--- config.mk ---
export PLATFORM = sky130hd
export DESIGN_NAME = ubrg_top
export DESIGN_NICKNAME = d
export VERILOG_FILES = /design/src/core/ubrg_pkg.sv /design/src/core/ubrg_pin_edge.sv /design/src/core/ubrg_top.sv
export SDC_FILE = /design/constraint.sdc
export NUM_CORES = 1
export LEC_CHECK = 0
export ABC_AREA = 0
export CORE_ASPECT_RATIO = 1.1
export CORE_MARGIN = 2
export CORE_UTILIZATION = 45
export CTS_CLUSTER_DIAMETER = 80
export DETAILED_ROUTE_END_ITERATION = 8
export DONT_BUFFER_PORTS = 1
export GPL_TIMING_DRIVEN = 0
export PLACE_DENSITY_LB_ADDON = 0.08
export RECOVER_POWER = 100
export REMOVE_ABC_BUFFERS = 1
export SLEW_MARGIN = 20
export SYNTH_ARGS = -nofsm -noshare
export SYNTH_HDL_FRONTEND = slang
export SYNTH_SLANG_ARGS = --single-unit
--- constraint.sdc ---
create_clock -name clk -period 10.1 [get_ports clk]
set_input_delay 2.02 -clock clk [delete_from_list [all_inputs] [get_ports clk]]
set_output_delay 2.02 -clock clk [all_outputs]
set_load 0.02 [all_outputs]
--- src/core/ubrg_pkg.sv ---
// package of constants for the serial transceiver baud rate generator
// assumes one master clock domain; no software bus, config arrives on ports
//
// Summary of operation
// - one bit clock to receiver and transmitter
// - source is master, master/8, or pin
// - sixteen-bit divider ratio from clock_divisor
// - divisor zero produces no clock
// - divisor one bypasses the divider
// - sampling clock, then divide by 8/16
// - fastest bit rate is master over 8
// - stopped clock resumes from held state
// - configuration accepted while clock disabled
// - absent modem pins have no effect
package ubrg_pkg;
  // divisor width
  localparam int unsigned DIV_W        = 16;
  // fixed product divider on the master clock
  localparam logic [3:0]  PRESCALE_DIV = 4'h8;
  // oversampling counts
  localparam logic [3:0]  OVS_16_LAST  = 4'hf;
  localparam logic [3:0]  OVS_8_LAST   = 4'h7;
  // reset values
  localparam logic [15:0] DIVISOR_RST  = 16'h0000;
  localparam logic [1:0]  SRC_RST      = 2'h0;

  // clock source selection codes
  typedef enum logic [1:0] {
    UBRG_SRC_MAST = 2'b00,
    UBRG_SRC_DIV  = 2'b01,
    UBRG_SRC_RSV  = 2'b10,
    UBRG_SRC_PIN  = 2'b11
  } ubrg_src_e;
endpackage : ubrg_pkg

--- src/core/ubrg_pin_edge.sv ---
// rising edge detector for the external serial clock pin
// assumes the pin is synchronous to clk and slower than clk/4.5
`timescale 1ns/10ps
`default_nettype none
module ubrg_pin_edge (
  // clock and reset
  input  wire logic clk,
  input  wire logic nrst,
  input  wire logic ce,
  // pin in, pulse out
  input  wire logic pin,
  output logic      rise
);
  import ubrg_pkg::*;

  logic pin_q; // previous pin level

  // remember last level; frozen with clock enable
  always_ff @(posedge clk) begin
    if (!nrst) begin
      // start high: a pin left high across reset gives no false edge
      pin_q <= 1'b1;
    end else if (ce) begin
      pin_q <= pin;
    end
  end

  // phases longer than a period, so each edge seen
  assign rise = ce & pin & ~pin_q;
endmodule : ubrg_pin_edge
`default_nettype wire

--- src/core/ubrg_top.sv ---
// baud rate generator: source select, divisor, oversampling divide
// assumes config ports are held by the owning register file
`timescale 1ns/10ps
`default_nettype none
module ubrg_top (
  // clock, reset, enable
  input  wire logic       clk,
  input  wire logic       nrst,
  input  wire logic       ce,
  // configuration
  input  wire logic [1:0] clock_source_select,
  input  wire logic [15:0] clock_divisor,
  input  wire logic       oversampling_select,
  // external clock pin
  input  wire logic       serial_clock_pin,
  // outputs
  output logic            sample_tick,
  output logic            bit_tick
);
  import ubrg_pkg::*;

  ////////////////////////////////////////////////////////////////
  // source enable

  logic [3:0]  pre_q;    // fixed prescaler counter
  logic        pin_rise; // pin edge pulse
  logic        src_en;   // selected source tick

  // no modem pins here, nothing to gate
  ubrg_pin_edge u_edge (
    .clk  (clk),
    .nrst (nrst),
    .ce   (ce),
    .pin  (serial_clock_pin),
    .rise (pin_rise)
  );

  // fixed divide-by-8 prescaler
  always_ff @(posedge clk) begin
    if (!nrst) begin
      pre_q <= 4'h0;
    end else if (ce) begin
      // ce low freezes state, resume later
      pre_q <= (pre_q == PRESCALE_DIV - 4'h1) ? 4'h0 : pre_q + 4'h1;
    end
  end

  always_comb begin
    case (ubrg_src_e'(clock_source_select))
      UBRG_SRC_MAST: src_en = ce;
      UBRG_SRC_DIV: src_en = ce & (pre_q == PRESCALE_DIV - 4'h1);
      UBRG_SRC_PIN: src_en = pin_rise;
      default:      src_en = 1'b0; // reserved code: no clock
    endcase
  end

  ////////////////////////////////////////////////////////////////
  // divisor counter

  logic [15:0] div_q;  // counts source ticks
  logic        div_en; // divided tick

  always_ff @(posedge clk) begin
    if (!nrst) begin
      div_q <= DIVISOR_RST;
    end else if (ce && src_en) begin
      if (div_q >= clock_divisor - 16'h1) begin
        div_q <= 16'h0000;
      end else begin
        div_q <= div_q + 16'h1;
      end
    end
  end

  // zero stops; one passes source straight
  always_comb begin
    if (clock_divisor == 16'h0000) begin
      div_en = 1'b0;
    end else if (clock_divisor == 16'h0001) begin
      div_en = src_en;
    end else begin
      div_en = src_en & (div_q >= clock_divisor - 16'h1);
    end
  end

  ////////////////////////////////////////////////////////////////
  // oversampling divide

  logic [3:0] ovs_q;  // sample count within a bit
  logic [3:0] ovs_last;

  assign ovs_last = oversampling_select ? OVS_8_LAST : OVS_16_LAST;

  always_ff @(posedge clk) begin
    if (!nrst) begin
      ovs_q <= 4'h0;
    end else if (ce && div_en) begin
      ovs_q <= (ovs_q >= ovs_last) ? 4'h0 : ovs_q + 4'h1;
    end
  end

  // registered ticks; fastest bit tick is master/8
  always_ff @(posedge clk) begin
    if (!nrst) begin
      sample_tick <= 1'b0;
      bit_tick    <= 1'b0;
    end else if (ce) begin
      sample_tick <= div_en;
      // one bit tick shared by rx and tx
      bit_tick    <= div_en & (ovs_q >= ovs_last);
    end else begin
      sample_tick <= 1'b0;
      bit_tick    <= 1'b0;
    end
  end
  // config are plain ports, writable anytime
endmodule : ubrg_top
`default_nettype wire

==> flow_summary.json <==
{
  "hpwl_mm": 3.08,
  "dr_total_vias": 1506,
  "hp-start": "u_edge.pin_q",
  "min_to": "u_edge.pin_q",
  "dr.pass1.iters": 4,
  "cts_root_buffer": "clkbuf_8",
  "grt_max_degree": 17,
  "critPathLaunchType": "input pin",
  "finalCritPeriodShare_pct": 59.0,
  "cts_tree": "yes",
  "grt_overflow": 0,
  "post_cts_buffers": 0,
  "die_area_mm2": 0.00487,
  "antenna_found_initial": 0,
  "rr_worst_depth": 7,
  "start_util_pct": 46.1,
  "p_per_area_mw_per_mm2": 93.1,
  "antenna_left": 0,
  "seqCellArea_um2": 541,
  "worstPathArrival_ns": 6.05,
  "grt_pass1_wl_mm": 6.62,
  "r2r_start": "div_q[15]",
  "io_buffers": 0,
  "fmax_mhz": 168,
  "numCtsBuffers": 3,
  "insertion_delay_ns": 0.26,
  "yosys_warnings": 0,
  "clockBufferDepth": 2,
  "grt_pass1_vias": 1669,
  "holdPathStages": 2,
  "die_w_um": 66.7,
  "final_cell_mix": "nor2_1 (27), dfxtp_1 (27), nand2_1 (25), xnor2_1 (22), ha_1 (22)",
  "place_area_mm2": 0.00199,
  "r2r_end": "div_q[11]",
  "relSlewSlack_pct": -18.8,
  "drv_slew": 17,
  "tightest_slew_ns": 1.76,
  "core_region_area_mm2": 0.00422,
  "cts-hold-fix-buffers": 0,
  "antennaDiodeCount": 0,
  "reg2reg_slack_ns": 6.86,
  "async_reset_ff_share_pct": 0,
  "fillCellCount": 431,
  "synth_seq_cells": 27,
  "ys_types": 44,
  "end_kind": "flip-flop",
  "syn_to_final_growth_pct": 2.70,
  "ios": 25,
  "post_cts_resized": 0,
  "viasPerCell": 5.32,
  "hold_viol": 0,
  "rsz0062_at_grt": "false",
  "whs_ns": 0.484,
  "htree_levels": 1,
  "die_h_um": 73.0,
  "vdd_drop_max_uv": 43.8,
  "final_cell_area_mm2": 0.00200,
  "min_period_ns": 5.96,
  "skew_ns": 0.00228,
  "status": "complete, but fails checks",
  "path_clk_slew_ns": 0.09,
  "hold_path.class": "flip-flop to flip-flop",
  "max-cap-violations": 1,
  "violations": "max-capacitance violations, max-slew violations",
  "syn_area_per_cell_um2": 8.50,
  "setup_viol": 0,
  "criticalPathCategory": "input pin to flip-flop",
  "cts_sinks": 27,
  "power.total_w": 0.000186,
  "multiInputGateArea_mm2": 0.00131,
  "drt_iter0_drc": 42,
  "routabilityCongestion": 0.821,
  "synth_edf_count": 0,
  "rows": 25,
  "post-route-drc-count": 0,
  "fin_tns_setup_ns": 0,
  "synthCells": 229,
  "syn-cell-area_mm2": 0.00195,
  "critPathRequiredTime_ns": 10.19,
  "p_leak_nw": 0.773,
  "crit_fanout": 16,
  "synth_ff_type": "dfxtp_1",
  "fin_nets": 275,
  "wl_per_cell_um": 13.0,
  "routed_wl_mm": 3.68,
  "layout-drive-gt1-share_pct": 6.55,
  "grt_usage_pct": 17.2,
  "synth_seq_area_share_pct": 27.8
}
-- stage by stage --
stage / util [%] / setup slack (ns) / std cells
6_report: 47.3 / 4.14 / 283
5_1_grt: 47.3 / 3.59 / 283
4_1_cts: 48.3 / 5.18 / 283
3_5_place_dp: 47.2 / 4.89 / 279
3_3_place_gp: 47.2 / 5.00 / 279
2_1_floorplan: - / 5.46 / 225
-- worst max-delay path, stage by stage --
cell,delay (ns)
nor4_1,0.57
and3_1,0.32
nand2_1,0.10
nor3_1,0.22
xnor2_1,0.12
ha_1,0.30
nand4_1,0.14
nor3_1,0.30
o311ai_0,0.27
and3_1,0.24
o21ai_0,1.34
nor2_1,0.12
-- metal layers --
layer	vias to the layer above	track usage, %	routed length [µm]
li1	791	-	-
met1	692	20.9	1650
met2	21	31.2	1880
met3	2	1.85	114
met4	0	5.67	33
met5	-	0	0
-- worst max path at each step --
stage	startpoint	endpoint	slack, ns	cells past startpoint
finish	clock_divisor[5]	div_q[11]	4.14	12
global route	clock_divisor[5]	div_q[3]	3.59	12
CTS	clock_divisor[5]	div_q[2]	5.18	12
detailed placement	clock_divisor[5]	div_q[4]	4.89	12
global placement	clock_divisor[5]	div_q[14]	5.00	12
floorplan	clock_divisor[11]	div_q[10]	5.46	12
-- area by class of cell --
class                           instances  area share (%)
Tap cell                               54            3.38
Clock buffer                            4            2.25
Sequential cell                        27            27.0
Multi-Input combinational cell        189            65.6
Inverter                                9            1.69
-- flip-flops by register name, summed over array words and instances (netlist names) --
register / flops
ovs_q: 4
u_edge.pin_q: 1
bit_tick: 1
div_q: 16
pre_q: 4
sample_tick: 1
-- logic make-up after synthesis --
group	count (synthesis)	synth area share (%)
flops	27	27.8
compound gates	31	11.8
fa+ha+maj	22	14.1
xor+xnor	28	12.6
mux	3	1.54
buf+inv	13	2.83
simple gates	105	29.3
-- power by group --
part / switching, W / leakage [nW] / internal (W)
combinational: 0.00000894 / 0.532 / 0.00000862
sequential: 0.00000107 / 0.218 / 0.000108
clock: 0.0000316 / 0.0228 / 0.0000282
-- synthesized netlist by cell type, types with 2 or more instances --
master,number,area share (%)
or3_1,4,1.3
nor2b_1,5,1.6
dfxtp_1,27,28
xnor2_1,22,9.9
nand3_1,9,2.3
mux2i_1,3,1.5
a21oi_1,8,2.1
o21a_1,4,1.5
nor3_1,7,1.8
o21ai_2,2,0.90
buf_2,2,0.51
ha_1,22,14
nor2_1,27,5.2
a21boi_1,2,0.77
nand2_1,25,4.8
nor2_2,4,1.3
xor2_1,6,2.7
and3_1,6,1.9
o21ai_0,5,1.3
inv_1,9,1.7
and2_1,2,0.64
a31oi_1,3,0.96
nand4_1,4,1.3
Power figures use the tool's default switching activity.
